[src/core/aclk_pkg.sv]
// Purpose: shared constants for the codec-side ac-link access and power block
// Assumes: 200 MHz core clock, ac-link frames of 256 bit times
// Notes:   link register indices are 7-bit, as carried in output slot 1
package aclk_pkg;
  // core clock and link timing
  localparam int          CLK_NS    = 5;
  localparam int          WARM_NS   = 1000;
  localparam int          WARM_CYC  = (WARM_NS + CLK_NS - 1) / CLK_NS;
  localparam logic [15:0] WARM_LAST = 16'(WARM_CYC - 1);
  localparam int          BCLK_HALF = 6;
  // bit positions inside a frame (last bit of slots 0, 1 and 2, last bit of the frame, slot 5 tag bit)
  localparam logic [7:0]  POS_TAG_END = 8'h0f;
  localparam logic [7:0]  POS_S1_END  = 8'h23;
  localparam logic [7:0]  POS_S2_END  = 8'h37;
  localparam logic [7:0]  POS_LAST    = 8'hff;
  localparam logic [7:0]  POS_TAG_S5  = 8'h05;
  // slot 0 tag bits and the slot 1 read/write bit
  localparam int          TAG_FRAME = 15;
  localparam int          TAG_ADDR  = 14;
  localparam int          TAG_DATA  = 13;
  localparam int          TAG_S5    = 10;
  localparam int          S1_RW     = 19;
  // link register indices
  localparam logic [6:0]  IDX_RESET = 7'h00;
  localparam logic [6:0]  IDX_MID   = 7'h3c;
  localparam logic [6:0]  IDX_MSTAT = 7'h3e;
  localparam logic [6:0]  IDX_RATE1 = 7'h40;
  localparam logic [6:0]  IDX_RATE2 = 7'h42;
  localparam logic [6:0]  IDX_WAKE  = 7'h52;
  localparam logic [6:0]  IDX_MISC  = 7'h56;
  // link register fields and defaults
  localparam int          HALT_BIT  = 12;
  localparam int          PWR_MSB   = 13;
  localparam int          PWR_LSB   = 8;
  localparam int          PWR_ADC1  = 2;
  localparam int          WAKE_RI1  = 1;
  localparam logic [5:0]  PWR_DEF   = 6'h3f;
  localparam logic [15:0] RATE_DEF  = 16'h0000;
  localparam logic [15:0] WAKE_DEF  = 16'h0000;
  localparam logic [15:0] MISC_DEF  = 16'h0000;
  localparam logic [15:0] MISC_MASK = 16'h1077;
  localparam logic [15:0] WAKE_MASK = 16'he83a;
  localparam logic [7:0]  READY_ALL = 8'h3f;
  // axi4-lite map
  localparam logic [7:0]  OFS_CTRL  = 8'h00;
  localparam logic [7:0]  OFS_STAT  = 8'h04;
  localparam logic [7:0]  OFS_LAST  = 8'h08;
  localparam logic [1:0]  RESP_OKAY = 2'h0;
  localparam logic [1:0]  RESP_SLV  = 2'h2;
  typedef enum {ST_RUN, ST_HALT, ST_WAIT} aclk_link_st_t;
endpackage

[src/core/aclk_codec_access_power.sv]
// Purpose: codec end of the ac-link: register access, link halt, wake-up
// Assumes: this end makes the bit clock; sync and serial out come from the controller
// Notes:   software sees control and status over axi4-lite
// How it works
// (RULE1) controller primary read: valid, address, id zero
// (RULE2) controller primary write: valid, address, data tags
// (RULE3) secondary access: tags clear, id nonzero
// (RULE4) secondary: matching id marks valid command
// (RULE5) secondary: slot 1 read/write bit gates write
// (RULE6) frame without frame-valid is discarded whole
// (RULE7) controller sets frame-valid on secondary access
// (RULE8) next input frame returns tagged status, id zero
// (RULE9) slot 0 bits 12-3 slot valids, bit 2 zero
// (RULE10) id zero primary, one or two secondary
// (RULE11) halt write stops bit clock and serial in
// (RULE12) controller marks only slots 1, 2 valid
// (RULE13) controller drops sync and serial out afterwards
// (RULE14) controller programs line rate before sleep
// (RULE15) registers kept through power-down modes
// (RULE16) controller waits four frames before sync
// (RULE17) codec-ready bit set when link resumes
// (RULE18) reset pin low: active; rising edge: defaults
// (RULE19) warm reset: sync high one microsecond, halted
// (RULE20) sync framed when clocked, async when halted
// (RULE21) bit clock restarts only after sync low
// (RULE22) wake mask lets ring signal while halted
// (RULE23) halt bit inhibits slot 5 tag
// (RULE24) codec-ready held zero until software ready
// (RULE25) secondary ignores id zero or mismatch
// (RULE26) clock stays halted until cold or warm reset
`timescale 1ns/10ps
module aclk_codec_access_power
  import aclk_pkg::*;
#(
  parameter int WARM_CYCLES = WARM_CYC,
  parameter int BCLK_HALF_CYC = BCLK_HALF
) (
  // clock and reset
  input  wire logic        clk_in,
  input  wire logic        sys_rst_in,
  // ac-link
  input  wire logic        link_reset_n_in,
  input  wire logic        sync_in,
  input  wire logic        sdata_out_in,
  output logic             bit_clk_out,
  output logic             sdata_in_out,
  // straps and events
  input  wire logic        codec_id_select_low_in,
  input  wire logic        codec_id_select_high_in,
  input  wire logic        ring_detect_in,
  // axi4-lite write
  input  wire logic        s_axi_awvalid_in,
  output logic             s_axi_awready_out,
  input  wire logic [7:0]  s_axi_awaddr_in,
  input  wire logic        s_axi_wvalid_in,
  output logic             s_axi_wready_out,
  input  wire logic [31:0] s_axi_wdata_in,
  input  wire logic [3:0]  s_axi_wstrb_in,
  output logic             s_axi_bvalid_out,
  input  wire logic        s_axi_bready_in,
  output logic [1:0]       s_axi_bresp_out,
  // axi4-lite read
  input  wire logic        s_axi_arvalid_in,
  output logic             s_axi_arready_out,
  input  wire logic [7:0]  s_axi_araddr_in,
  output logic             s_axi_rvalid_out,
  input  wire logic        s_axi_rready_in,
  output logic [31:0]      s_axi_rdata_out,
  output logic [1:0]       s_axi_rresp_out
);
  localparam logic [15:0] WARM_END = 16'(WARM_CYCLES - 1);

  logic          link_ok;
  logic          link_rst;
  logic          rst_src;
  logic [4:0]    pins_s;
  logic          sync_s;
  logic          sdo_s;
  logic          ring_s;
  logic [1:0]    id_s;
  logic          rise_en;
  logic          fall_en;
  logic          run;
  aclk_link_st_t st_r;
  logic [15:0]   warm_cnt_r;
  logic [1:0]    my_id_r;
  logic          id_done_r;
  logic          sync_prev_r;
  logic          frame_act_r;
  logic [7:0]    pos_r;
  logic [19:0]   sh_r;
  logic [19:0]   word;
  logic [15:0]   tag_r;
  logic [19:0]   s1_r;
  logic          start;
  logic [7:0]    pos_nxt;
  logic          decode;
  logic          primary;
  logic          acc;
  logic          wr;
  logic          wr_go;
  logic          set_halt;
  logic          resp_pend_r;
  logic          resp_now_r;
  logic [6:0]    resp_idx_r;
  logic [15:0]   resp_dat_r;
  logic [15:0]   rd_data;
  logic [15:0]   rate1_r;
  logic [15:0]   rate2_r;
  logic [15:0]   wake_r;
  logic [15:0]   misc_r;
  logic [5:0]    pwr_r;
  logic          codec_ready;
  logic          wake;
  logic [15:0]   tx_tag;
  logic          sdi_r;
  logic          ctl_ready_r;
  logic          ctl_s5_r;
  logic          last_wr_r;
  logic [15:0]   last_dat_r;
  logic          aw_full_r;
  logic          w_full_r;
  logic [7:0]    aw_addr_r;
  logic [31:0]   w_data_r;
  logic [3:0]    w_strb_r;

  // reset pin asserts at once, releases through the synchroniser
  assign rst_src  = sys_rst_in || !link_reset_n_in; // RULE18
  aclk_sync2 #(.W(1)) u_rst (
    .clk_in (clk_in),
    .rst_in (rst_src),
    .d_in   (1'b1),
    .q_out  (link_ok)
  );
  assign link_rst = !link_ok;

  aclk_sync2 #(.W(5)) u_pins (
    .clk_in (clk_in),
    .rst_in (sys_rst_in),
    .d_in   ({sync_in, sdata_out_in, ring_detect_in,
              codec_id_select_high_in, codec_id_select_low_in}),
    .q_out  (pins_s)
  );
  assign sync_s = pins_s[4];
  assign sdo_s  = pins_s[3];
  assign ring_s = pins_s[2];
  assign id_s   = pins_s[1:0];

  // clock keeps running during a reset-pin reset so the controller sees an active link
  assign run = (st_r == ST_RUN);
  aclk_clkgen #(.HALF(BCLK_HALF_CYC)) u_clk (
    .clk_in      (clk_in),
    .rst_in      (sys_rst_in),
    .run_in      (run),
    .bit_clk_out (bit_clk_out),
    .rise_en_out (rise_en),
    .fall_en_out (fall_en)
  );

  // strap caught once after reset release
  always_ff @(posedge clk_in or posedge link_rst) begin
    if (link_rst) begin
      my_id_r   <= 2'h0;
      id_done_r <= 1'b0;
    end else if (!id_done_r) begin
      my_id_r   <= id_s;
      id_done_r <= 1'b1;
    end
  end

  // frame tracking on falling bit clock edges
  assign start   = fall_en && sync_s && !sync_prev_r; // RULE20
  assign pos_nxt = start ? 8'h00 : pos_r + 8'h01;
  assign word    = {sh_r[18:0], sdo_s};

  always_ff @(posedge clk_in or posedge sys_rst_in) begin
    if (sys_rst_in) begin
      sync_prev_r <= 1'b0;
      frame_act_r <= 1'b0;
      pos_r       <= 8'h00;
      sh_r        <= 20'h00000;
      tag_r       <= 16'h0000;
      s1_r        <= 20'h00000;
    end else if (fall_en) begin
      sync_prev_r <= sync_s;
      sh_r        <= word;
      if (start || frame_act_r) begin
        pos_r       <= pos_nxt;
        frame_act_r <= (pos_nxt != POS_LAST);
      end
      if ((start || frame_act_r) && pos_nxt == POS_TAG_END) begin
        tag_r <= word[15:0];
      end
      if (frame_act_r && pos_nxt == POS_S1_END) begin
        s1_r <= word;
      end
    end
  end

  // command decode at the last bit of slot 2
  assign decode  = fall_en && frame_act_r && pos_nxt == POS_S2_END;
  assign primary = (my_id_r == 2'h0); // RULE10
  always_comb begin
    acc = 1'b0;
    wr  = 1'b0;
    if (tag_r[TAG_FRAME]) begin // RULE6
      if (primary) begin
        acc = tag_r[TAG_ADDR] && tag_r[1:0] == 2'h0;
        wr  = tag_r[TAG_DATA];
      end else begin
        acc = (tag_r[1:0] == my_id_r); // RULE4 RULE25
        wr  = !s1_r[S1_RW]; // RULE5
      end
    end
  end
  assign wr_go    = decode && acc && wr && id_done_r;
  assign set_halt = wr_go && s1_r[18:12] == IDX_MISC && word[4 + HALT_BIT]; // RULE11

  // link registers: only system reset, the reset pin or the reset register restore defaults
  always_ff @(posedge clk_in or posedge link_rst) begin
    if (link_rst) begin
      rate1_r <= RATE_DEF; // RULE18
      rate2_r <= RATE_DEF;
      wake_r  <= WAKE_DEF;
      misc_r  <= MISC_DEF;
      pwr_r   <= PWR_DEF;
    end else if (wr_go) begin
      unique case (s1_r[18:12])
        IDX_RESET: begin // RULE15
          rate1_r <= RATE_DEF;
          rate2_r <= RATE_DEF;
          wake_r  <= WAKE_DEF;
          misc_r  <= MISC_DEF;
          pwr_r   <= PWR_DEF;
        end
        IDX_RATE1: rate1_r <= word[19:4];
        IDX_RATE2: rate2_r <= word[19:4];
        IDX_WAKE:  wake_r  <= word[19:4] & WAKE_MASK;
        IDX_MISC:  misc_r  <= word[19:4] & MISC_MASK;
        IDX_MSTAT: pwr_r   <= word[4 + PWR_MSB:4 + PWR_LSB];
        default:   ;
      endcase
    end
  end

  assign codec_ready = ctl_ready_r && run && id_done_r; // RULE17 RULE24
  always_comb begin
    unique case (resp_idx_r)
      IDX_MID:   rd_data = {my_id_r, 12'h000, my_id_r == 2'h2, my_id_r == 2'h1};
      IDX_MSTAT: rd_data = {2'h3, pwr_r, codec_ready ? READY_ALL : 8'h00};
      IDX_RATE1: rd_data = rate1_r;
      IDX_RATE2: rd_data = rate2_r;
      IDX_WAKE:  rd_data = wake_r;
      IDX_MISC:  rd_data = misc_r;
      default:   rd_data = 16'h0000;
    endcase
  end

  // status goes out in the frame after the access
  always_ff @(posedge clk_in or posedge link_rst) begin
    if (link_rst) begin
      resp_pend_r <= 1'b0;
      resp_now_r  <= 1'b0;
      resp_idx_r  <= 7'h00;
      resp_dat_r  <= 16'h0000;
    end else if (decode) begin
      resp_pend_r <= acc && id_done_r;
      resp_idx_r  <= acc ? s1_r[18:12] : resp_idx_r;
    end else if (start) begin
      resp_now_r  <= resp_pend_r; // RULE8
      resp_pend_r <= 1'b0;
      resp_dat_r  <= resp_pend_r ? rd_data : 16'h0000;
    end
  end

  function automatic logic tx_sel(input logic [7:0] p, input logic [15:0] t,
                                  input logic [19:0] s1, input logic [19:0] s2);
    logic [7:0] d;
    d = 8'h00;
    if (p <= POS_TAG_END) begin
      d = POS_TAG_END - p;
      return t[d[3:0]];
    end else if (p <= POS_S1_END) begin
      d = POS_S1_END - p;
      return s1[d[4:0]];
    end else if (p <= POS_S2_END) begin
      d = POS_S2_END - p;
      return s2[d[4:0]];
    end
    return 1'b0;
  endfunction

  // slot 5 tag drops once a halt is pending or the adc is off; id field stays zero
  always_comb begin
    tx_tag            = 16'h0000;
    tx_tag[TAG_FRAME] = codec_ready;
    tx_tag[TAG_ADDR]  = resp_now_r; // RULE8
    tx_tag[TAG_DATA]  = resp_now_r;
    tx_tag[TAG_S5]    = ctl_s5_r && !misc_r[HALT_BIT] && !pwr_r[PWR_ADC1]; // RULE23 RULE9
  end

  assign wake = (st_r == ST_HALT) && ring_s && wake_r[WAKE_RI1]; // RULE22
  always_ff @(posedge clk_in or posedge sys_rst_in) begin
    if (sys_rst_in) begin
      sdi_r <= 1'b0;
    end else if (set_halt || !run) begin
      sdi_r <= wake; // RULE11
    end else if (rise_en) begin
      sdi_r <= frame_act_r &&
               tx_sel(pos_r, tx_tag, {1'b0, resp_idx_r & {7{resp_now_r}}, 12'h000},
                      {resp_dat_r, 4'h0});
    end
  end
  assign sdata_in_out = sdi_r;

  // halt and warm-reset sequencing
  always_ff @(posedge clk_in or posedge link_rst) begin
    if (link_rst) begin
      st_r       <= ST_RUN; // RULE26
      warm_cnt_r <= 16'h0000;
    end else begin
      unique case (st_r)
        ST_RUN: begin
          warm_cnt_r <= 16'h0000;
          if (set_halt) st_r <= ST_HALT; // RULE11
        end
        ST_HALT: begin
          warm_cnt_r <= sync_s ? warm_cnt_r + 16'h0001 : 16'h0000; // RULE20
          if (sync_s && warm_cnt_r == WARM_END) st_r <= ST_WAIT; // RULE19
        end
        ST_WAIT: begin
          if (!sync_s) st_r <= ST_RUN; // RULE21 RULE26
        end
      endcase
    end
  end

  // axi4-lite slave: address and data taken in either order
  assign s_axi_awready_out = !aw_full_r && !s_axi_bvalid_out;
  assign s_axi_wready_out  = !w_full_r && !s_axi_bvalid_out;
  assign s_axi_arready_out = !s_axi_rvalid_out;

  always_ff @(posedge clk_in or posedge sys_rst_in) begin
    if (sys_rst_in) begin
      aw_full_r        <= 1'b0;
      w_full_r         <= 1'b0;
      aw_addr_r        <= 8'h00;
      w_data_r         <= 32'h00000000;
      w_strb_r         <= 4'h0;
      s_axi_bvalid_out <= 1'b0;
      s_axi_bresp_out  <= RESP_OKAY;
      ctl_ready_r      <= 1'b0;
      ctl_s5_r         <= 1'b0;
    end else begin
      if (s_axi_awvalid_in && s_axi_awready_out) begin
        aw_full_r <= 1'b1;
        aw_addr_r <= s_axi_awaddr_in;
      end
      if (s_axi_wvalid_in && s_axi_wready_out) begin
        w_full_r <= 1'b1;
        w_data_r <= s_axi_wdata_in;
        w_strb_r <= s_axi_wstrb_in;
      end
      if (aw_full_r && w_full_r) begin
        aw_full_r        <= 1'b0;
        w_full_r         <= 1'b0;
        s_axi_bvalid_out <= 1'b1;
        s_axi_bresp_out  <= (aw_addr_r == OFS_CTRL) ? RESP_OKAY : RESP_SLV;
        if (aw_addr_r == OFS_CTRL && w_strb_r[0]) begin
          ctl_ready_r <= w_data_r[0]; // RULE24
          ctl_s5_r    <= w_data_r[1];
        end
      end else if (s_axi_bvalid_out && s_axi_bready_in) begin
        s_axi_bvalid_out <= 1'b0;
      end
    end
  end

  always_ff @(posedge clk_in or posedge sys_rst_in) begin
    if (sys_rst_in) begin
      last_wr_r  <= 1'b0;
      last_dat_r <= 16'h0000;
    end else if (decode && acc) begin
      last_wr_r  <= wr;
      last_dat_r <= word[19:4];
    end
  end

  always_ff @(posedge clk_in or posedge sys_rst_in) begin
    if (sys_rst_in) begin
      s_axi_rvalid_out <= 1'b0;
      s_axi_rdata_out  <= 32'h00000000;
      s_axi_rresp_out  <= RESP_OKAY;
    end else if (s_axi_arvalid_in && s_axi_arready_out) begin
      s_axi_rvalid_out <= 1'b1;
      s_axi_rresp_out  <= RESP_OKAY;
      unique case (s_axi_araddr_in)
        OFS_CTRL: s_axi_rdata_out <= {30'h0, ctl_s5_r, ctl_ready_r};
        OFS_STAT: s_axi_rdata_out <= {17'h0, resp_idx_r, 3'h0, link_rst,
                                      st_r == ST_WAIT, codec_ready, !run, my_id_r == 2'h0};
        OFS_LAST: s_axi_rdata_out <= {15'h0, last_wr_r, last_dat_r};
        default: begin
          s_axi_rdata_out <= 32'h00000000;
          s_axi_rresp_out <= RESP_SLV;
        end
      endcase
    end else if (s_axi_rvalid_out && s_axi_rready_in) begin
      s_axi_rvalid_out <= 1'b0;
    end
  end

  chk_halt_clk_low: assert property (@(posedge clk_in) disable iff (sys_rst_in) // RULE11
    set_halt |=> ##1 (!bit_clk_out && !rise_en) [*4]) else $error("clock not parked on halt");
  chk_frame_drop: assert property (@(posedge clk_in) disable iff (sys_rst_in) // RULE6
    decode && !tag_r[TAG_FRAME] |=> !resp_pend_r) else $error("invalid frame accepted");
  chk_sec_match: assert property (@(posedge clk_in) disable iff (link_rst) // RULE4
    decode && id_done_r && !primary && tag_r[TAG_FRAME] && tag_r[1:0] == my_id_r
    |=> resp_pend_r) else $error("secondary access missed");
  chk_sec_reject: assert property (@(posedge clk_in) disable iff (link_rst) // RULE25
    decode && !primary && tag_r[1:0] != my_id_r |=> !resp_pend_r) else $error("foreign id taken");
  chk_sec_read: assert property (@(posedge clk_in) disable iff (link_rst) // RULE5
    decode && !primary && s1_r[S1_RW] |=> $stable({rate1_r, rate2_r, wake_r, misc_r, pwr_r}))
    else $error("secondary read wrote");
  chk_resp_tag: assert property (@(posedge clk_in) disable iff (link_rst) // RULE8
    rise_en && run && frame_act_r && resp_now_r && pos_r == 8'h01 |=> sdi_r)
    else $error("status tag missing");
  chk_ready_bit: assert property (@(posedge clk_in) disable iff (link_rst) // RULE17
    rise_en && run && frame_act_r && pos_r == 8'h00 |=> sdi_r == $past(codec_ready))
    else $error("codec ready bit wrong");
  chk_slot5_inhib: assert property (@(posedge clk_in) disable iff (link_rst) // RULE23
    rise_en && run && frame_act_r && pos_r == POS_TAG_S5 && misc_r[HALT_BIT] |=> !sdi_r)
    else $error("slot 5 tag during halt");
  chk_regs_keep: assert property (@(posedge clk_in) disable iff (link_rst) // RULE15
    !run |=> $stable({rate1_r, rate2_r, wake_r, misc_r, pwr_r})) else $error("regs lost");
  chk_warm_len: assert property (@(posedge clk_in) disable iff (link_rst) // RULE19
    st_r == ST_HALT ##1 st_r == ST_WAIT |-> $past(warm_cnt_r) == WARM_END)
    else $error("warm reset too short");
  chk_sync_low: assert property (@(posedge clk_in) disable iff (link_rst) // RULE21
    st_r == ST_WAIT && sync_s |=> !run) else $error("clock restarted with sync high");
  chk_wake_sig: assert property (@(posedge clk_in) disable iff (link_rst) // RULE22
    wake && !set_halt |=> sdi_r) else $error("wake event not signalled");
  chk_cold_run: assert property (@(posedge clk_in) disable iff (sys_rst_in) // RULE18
    link_rst |=> st_r == ST_RUN) else $error("cold reset left link halted");

  cov_access: cover property (@(posedge clk_in) disable iff (link_rst) decode && acc);
  cov_halt: cover property (@(posedge clk_in) disable iff (link_rst) set_halt);
  cov_warm: cover property (@(posedge clk_in) disable iff (link_rst)
    st_r == ST_WAIT ##1 st_r == ST_RUN);
endmodule

[src/core/aclk_sync2.sv]
// Purpose: two-flop synchroniser for levels from outside the clock domain
// Assumes: inputs change slowly against clk_in
// Notes:   first stage feeds only the second
`timescale 1ns/10ps
module aclk_sync2 #(
  parameter int W = 1
) (
  input  wire logic         clk_in,
  input  wire logic         rst_in,
  input  wire logic [W-1:0] d_in,
  output logic      [W-1:0] q_out
);
  logic [W-1:0] meta_r;

  always_ff @(posedge clk_in or posedge rst_in) begin
    if (rst_in) begin
      meta_r <= '0;
      q_out  <= '0;
    end else begin
      meta_r <= d_in;
      q_out  <= meta_r;
    end
  end
endmodule

[src/core/aclk_clkgen.sv]
// Purpose: bit clock divider with edge enables
// Assumes: HALF core cycles per bit clock half period
// Notes:   clock parks low at once when run drops
`timescale 1ns/10ps
module aclk_clkgen #(
  parameter int HALF = 6
) (
  input  wire logic clk_in,
  input  wire logic rst_in,
  input  wire logic run_in,
  output logic      bit_clk_out,
  output logic      rise_en_out,
  output logic      fall_en_out
);
  logic [7:0] cnt_r;
  logic       wrap;

  assign wrap = (cnt_r == 8'(HALF - 1));

  always_ff @(posedge clk_in or posedge rst_in) begin
    if (rst_in) begin
      cnt_r       <= 8'h00;
      bit_clk_out <= 1'b0;
      rise_en_out <= 1'b0;
      fall_en_out <= 1'b0;
    end else if (!run_in) begin
      cnt_r       <= 8'h00;
      bit_clk_out <= 1'b0;
      rise_en_out <= 1'b0;
      fall_en_out <= 1'b0;
    end else begin
      cnt_r       <= wrap ? 8'h00 : cnt_r + 8'h01;
      bit_clk_out <= wrap ? !bit_clk_out : bit_clk_out;
      rise_en_out <= wrap && !bit_clk_out;
      fall_en_out <= wrap && bit_clk_out;
    end
  end
endmodule

[config.mk]
export PLATFORM = sky130hd
export DESIGN_NAME = aclk_codec_access_power
export DESIGN_NICKNAME = d
export VERILOG_FILES = /design/src/core/aclk_pkg.sv /design/src/core/aclk_codec_access_power.sv /design/src/core/aclk_sync2.sv /design/src/core/aclk_clkgen.sv
export SDC_FILE = /design/constraint.sdc
export NUM_CORES = 1
export LEC_CHECK = 0
export BUFFER_PORTS_ARGS = -buffer_cell sky130_fd_sc_hd__buf_2
export CAP_MARGIN = 20
export CORE_MARGIN = 2
export CORE_UTILIZATION = 63
export DETAILED_ROUTE_END_ITERATION = 8
export PLACE_DENSITY = 0.85
export SETUP_SLACK_MARGIN = 0.15
export SYNTH_ARGS = -nofsm -noshare
export SYNTH_HDL_FRONTEND = slang
export SYNTH_SLANG_ARGS = --single-unit
[constraint.sdc]
create_clock -name clk_in -period 8.8 [get_ports clk_in]
set_clock_uncertainty 0.1 [all_clocks]
set_input_delay 1.76 -clock clk_in [delete_from_list [all_inputs] [get_ports clk_in]]
set_output_delay 1.76 -clock clk_in [all_outputs]
set_load 0.02 [all_outputs]
# Word-level counts from Yosys, hierarchy flattened
# Cells that the tools add are included.
[totals]
elab_cells = 222
reg_bits = 305
out_inout_bits = 43
[op_classes]
reduce_logical = 79
eq_ne = 30
n_addsub = 6
mux = 57
magnitude_cmp = 6
bitwise = 2
[ops]
columns = ["op", "count"]
rows = [
  ["one-hot mux 16 bit (2 select lines)", 5],
  ["two-way mux 32 bit", 3],
  ["one-hot mux 16 bit (6 select lines)", 1],
  ["one-hot mux 32 bit (3 select lines)", 1],
  ["equality test 32 x 2 -> 1 bit (second input constant)", 2],
  ["zero test 32 bit", 2],
  ["equality test 7 bit (second input constant)", 8],
  ["one-hot mux 17 bit (3 select lines)", 1],
  ["two-way mux 1 bit", 34],
  ["equality test 32 x 1 -> 1 bit (second input constant)", 1],
  ["equality test 32 x 3 -> 1 bit (second input constant)", 1],
  ["logical AND 1 bit", 32],
  ["two-way mux 16 bit", 2],
  ["two-way mux 8 bit", 3],
  ["nonzero test 2 bit", 12],
  ["AND reduction 2 bit", 11],
  ["equality test 7 x 6 -> 1 bit (second input constant)", 3],
  ["adder 16 x 1 -> 16 bit (second input constant)", 1],
  ["adder 8 x 1 -> 8 bit (second input constant)", 2],
  ["equality test 16 x 8 -> 1 bit (second input constant)", 1],
  ["equality test 8 x 3 -> 1 bit (second input constant)", 2],
  ["equality test 8 x 4 -> 1 bit (second input constant)", 2],
  ["equality test 8 x 6 -> 1 bit (second input constant)", 2],
  ["less-or-equal comparator 8 x 6 -> 1 bit (second input constant)", 2],
  ["other kinds (26)", 46],
]

# Depth between registers and ports, before layout
[logic_depth]
ltp_word = 18
mapped_depth = 10
ltp_nobuf = 8

# Modules after synthesis
# A second synthesis with hierarchy kept.
[hier_totals]
cells_unflattened = 952
area_unflattened_um2 = 10117.2
[by_module_without_submodules]
columns = ["mod", "cells_each", "instances", "area_per_inst_um2"]
rows = [
  ["aclk_codec_access_power", 889, 1, 9310.2],
  ["aclk_clkgen", 49, 1, 499.2],
  ["aclk_sync2 at u_pins", 11, 1, 254.0],
  ["aclk_sync2 at u_rst", 3, 1, 53.8],
]

# Least setup slack after synthesis
# Ideal clock, no wire load.
[synth_timing]
path_type = "input to register"
startpoint = "input port s_axi_araddr_in[5]"
endpoint = "register s_axi_rdata_out[3]"
path_slack_ps = 5382
arrival_time_ps = 3234
cell_stages = 6
path_cell_list = "nor4_1 -> nand2_1 -> nor3b_1 -> clkbuf_1 -> a22oi_1 -> o21ai_0"
[synth_between]
elab_chain_len = 2
[synth_lines]
columns = ["element", "line_no", "rtl"]
rows = [
  ["from (decl)", "aclk_codec_access_power.sv:65", "input wire logic [7:0] s_axi_araddr_in,"],
  ["equality test 8 x 4 -> 1 bit (tied with other cells)", "aclk_codec_access_power.sv:397", "unique case (s_axi_araddr_in)"],
  ["one-hot mux 17 bit (3 select lines) (*)", "aclk_codec_access_power.sv:397", ""],
  ["to (signal assigned)", "aclk_codec_access_power.sv:398", "OFS_CTRL: s_axi_rdata_out <= {30'h0, ctl_s5_r, ctl_ready_r};"],
  ["to (signal assigned)", "aclk_codec_access_power.sv:399", "OFS_STAT: s_axi_rdata_out <= {17'h0, resp_idx_r, 3'h0, link_rst,"],
  ["to (signal assigned)", "aclk_codec_access_power.sv:401", "OFS_LAST: s_axi_rdata_out <= {15'h0, last_wr_r, last_dat_r};"],
  ["to (decl)", "aclk_codec_access_power.sv:68", "output logic [31:0] s_axi_rdata_out,"],
]
# Every way passes the cells marked *; elsewhere a longest branch is shown, timed or not.
# A chain may end at the register's enable or synchronous reset.

# Final worst setup path
[layout_timing]
startpoint = "register pos_r[0]"
endpoint = "register rate2_r[6]"
[layout_between]
elab_chain_len = 8
[layout_lines]
columns = ["element", "line_no", "rtl"]
rows = [
  ["from (decl)", "aclk_codec_access_power.sv:90", "logic [7:0] pos_r;"],
  ["from (signal assigned)", "aclk_codec_access_power.sv:188", "pos_r <= pos_nxt;"],
  ["adder 8 x 1 -> 8 bit", "aclk_codec_access_power.sv:173", "assign pos_nxt = start ? 8'h00 : pos_r + 8'h01;"],
  ["two-way mux 8 bit", "aclk_codec_access_power.sv:173", ""],
  ["equality test 8 x 6 -> 1 bit", "aclk_codec_access_power.sv:201", "assign decode = fall_en && frame_act_r && pos_nxt == POS_S2_END;"],
  ["logical AND 1 bit", "aclk_codec_access_power.sv:201", ""],
  ["logical AND 1 bit (3 in a row)", "aclk_codec_access_power.sv:216", "assign wr_go = decode && acc && wr && id_done_r;"],
  ["AND reduction 2 bit (no line)", "-", ""],
  ["to (signal assigned)", "aclk_codec_access_power.sv:237", "IDX_RATE2: rate2_r <= word[19:4];"],
  ["to (decl)", "aclk_codec_access_power.sv:109", "logic [15:0] rate2_r;"],
]
# No other way between the ends.

==> results.toml <==
[placed_design]
gp_congestion = 0.888
place_ws_ps = 4990
port_buffers = 57
dp_hpwl_um = 15400

[cells_and_area]
nets = 1095
final_core_util = 0.715
layout-drive-gt1-share = 0.175
antennaDiodeCount = 0
synthToLayoutAreaGrowth_pct = 11.9

[yosys]
synth_edf_count = 0
ys_seq_area_frac = 0.542
syn_inst = 974
netlist.area_leader.share = 0.527
synth_area_leaders = "dfrtp_1 53%, nand2_1 6.5%, mux2_2 5.6%, o21ai_0 3.9%, a22o_1 2.5%"
synth-seq-cells = 218
ys_async_sr_fraction = 1.00
synth_ff_type = "dfrtp_1"
synth.most_common_cell = "dfrtp_1"
yosysUniqueCellTypes = 67
yosys-top-cells-count = "212 x dfrtp_1, 175 x nand2_1, 79 x o21ai_0"
syn_avg_cell_area_sq_um = 10.3
syn_area_sq_um = 10100
yosys_warnings = 0
yosysTopAreaCell = "dfrtp_1"

[worst_setup_path]
cpPeakStageDelay_ps = 810
cp-start-kind = "register"
crit_path_end_kind = "register"
crit_chain = "ha_1 > nand4_1 > a311oi_1 > or3_1 > nand3_2 > nor2_4 > a22o_1"
cp-startpoint = "pos_r[0]"
required_ps = 9140
crit_slowest_cell = "dfrtp_1"
rr_startpoint = "pos_r[0]"
worstSetupPathType = "reg2reg"
cp_max_fo = 32
arrival_ps = 4290

[worst_hold_path]
hold_class = "reg2async"

[clocking]
root_buffer = "clkbuf_16"
post-cts-setup-buffers = 0
cts_buffer_depth = 3
clkTransAtPathRegs_ps = 60
hold_buffers = 0
cts_resized = 0
htreeDepth = 1
cts_sinks = 218
numCtsBuffers = 23
worstSkewPairLatency_ps = 510
cts_tree = "done"

[sta]
period_needed_ps = 3940
worstMarginPinSlew_ps = 995
rsz0062_at_grt = "false"
fin_setup_tns_ps = 0
drv_slew = 0
max_freq_mhz = 254
fin_crit_sh = 0.448
fin_ws_ps = 4860
hold_viol_final = 0
maxSlewHeadroom = 0.331
setup_viol = 0

[run_status]
status = "completed"

[route]
drc = 0
vias = 7893
routed_via_density = 6.31
wl_um = 24100
firstDrtPassIters = 8
wire_per_inst_um = 19.3
drtAntennaViolNets = 0
drtIter0Drc = 773

[floorplanning]
dieArea_sq_um = 17000
die_x_um = 130
rows = 46
die_y_um = 130
io-pin-count = 108
start_util = 0.639
core_sq_um = 15800

[global_routing]
grt_usage = 0.290
grt_overflow = 0
grt_max_degree = 83
grt_pass1_wl_um = 38800
antenna_found_initial = 0
grt_pass1_vias = 7597

[pwr]
leakage_nw = 5.28
powerDensity_nw_per_um2 = 198
vdd_drop_max_v = 0.000120

[run]
drv_cap = 0
-- state kept, by name, summed over array words and instances (netlist names), 2 cells and up --
| name | cells |
|---|---|
| s_axi_rdata_out | 17 |
| resp_idx_r | 7 |
| rate1_r | 16 |
| tag_r | 5 |
| warm_cnt_r | 16 |
| u_pins.meta_r | 5 |
| aw_addr_r | 8 |
| wake_r | 8 |
| pwr_r | 6 |
| rate2_r | 16 |
| last_dat_r | 16 |
| misc_r | 7 |
| pos_r | 8 |
| w_data_r | 2 |
| u_pins.q_out | 5 |
| my_id_r | 2 |
| st_r | 2 |
| u_clk.cnt_r | 8 |
| resp_dat_r | 16 |
| sh_r | 19 |
| s1_r | 8 |
-- placed cells by master, fill, tap and decap left out, drive strengths merged, types with 13 or more instances in the layout --
master  Yosys  layout
nor4       14      14
nand4      14      14
buf        36      67
o21ai      81      81
a22o       29      29
mux2       50      50
nand2     175     175
dfrtp     212     212
a21o       14      14
clkbuf     29      32
inv        20      22
conb        2      19
and3       13      13
a21oi      31      31
nand3      21      21
nor2       61      61
nor3       22      22
-- path summary, 6_finish.rpt --
| check | endpoint | slack (ps) | depth (start not counted) |
|---|---|---|---|
| min reg2reg | warm_cnt_r[0] | 160 | 0 |
| max in group asynchronous | aw_addr_r[5] | 6410 | 4 |
| max | rate2_r[6] | 4860 | 7 |
| min in group clk_in | u_pins.q_out[3] | 250 | 0 |
| max reg2reg | rate2_r[6] | 4860 | 7 |
| min | warm_cnt_r[0] | 160 | 0 |
-- cell families (layout without fill, tap and decap cells) --
logic type      after synthesis  count (layout)  share of synthesized area
simple gates                355             355                      0.165
flops                       218             218                      0.542
compound gates              217             217                      0.141
buf+inv                      85             128                     0.0415
mux                          66              66                     0.0780
xor+xnor                     19              19                     0.0165
fa+ha+maj                    12              12                     0.0149
other cells                   2              19                   0.000745
-- final cells by class --
| type | instances | area (sq um) |
|---|---|---|
| sequential | 218 | 5470 |
| fill | 1084 | 4490 |
| multi-input combinational | 688 | 4260 |
| clock buffer | 32 | 679 |
| timing repair buffer | 67 | 384 |
| tap | 216 | 270 |
| clock inverter | 9 | 135 |
| inverter | 20 | 77.6 |
-- worst max-delay path: cells and delay by family (launching register included) --
family / cells / cell delay [ps]
DFF: 1 / 810
adders and majority gates: 1 / 460
AOI/OAI and AO/OA: 2 / 600
and+or+nand+nor: 4 / 1890
-- power by group --
group | total (mW) | leakage (nW) | switching [mW] | internal [mW]
registers | 1.07 | 2.93 | 0.0292 | 1.04
logic | 0.135 | 1.96 | 0.0800 | 0.0551
clock network | 1.02 | 0.397 | 0.395 | 0.629
-- through the flow --
stage,hold WS (ps),cells,instance area (sq um),power (mW)
after floorplan,231,991,10100,1.19
after global placement,151,1207,10400,1.22
after detailed placement,151,1207,10400,1.22
after CTS,159,1248,11200,2.24
after global routing,185,1250,11300,2.30
final,157,1250,11300,2.23
-- per-layer routing --
| layer | global-route usage | up-vias | wire length (um) |
|---|---|---|---|
| met1 | 0.378 | 3915 | 9600 |
| li1 | - | 3515 | - |
| met3 | 0.0594 | 94 | 1860 |
| met2 | 0.488 | 369 | 11800 |
| met4 | 0.105 | 0 | 855 |
| met5 | 0 | - | 0 |
Power figures use the tool's default switching activity.
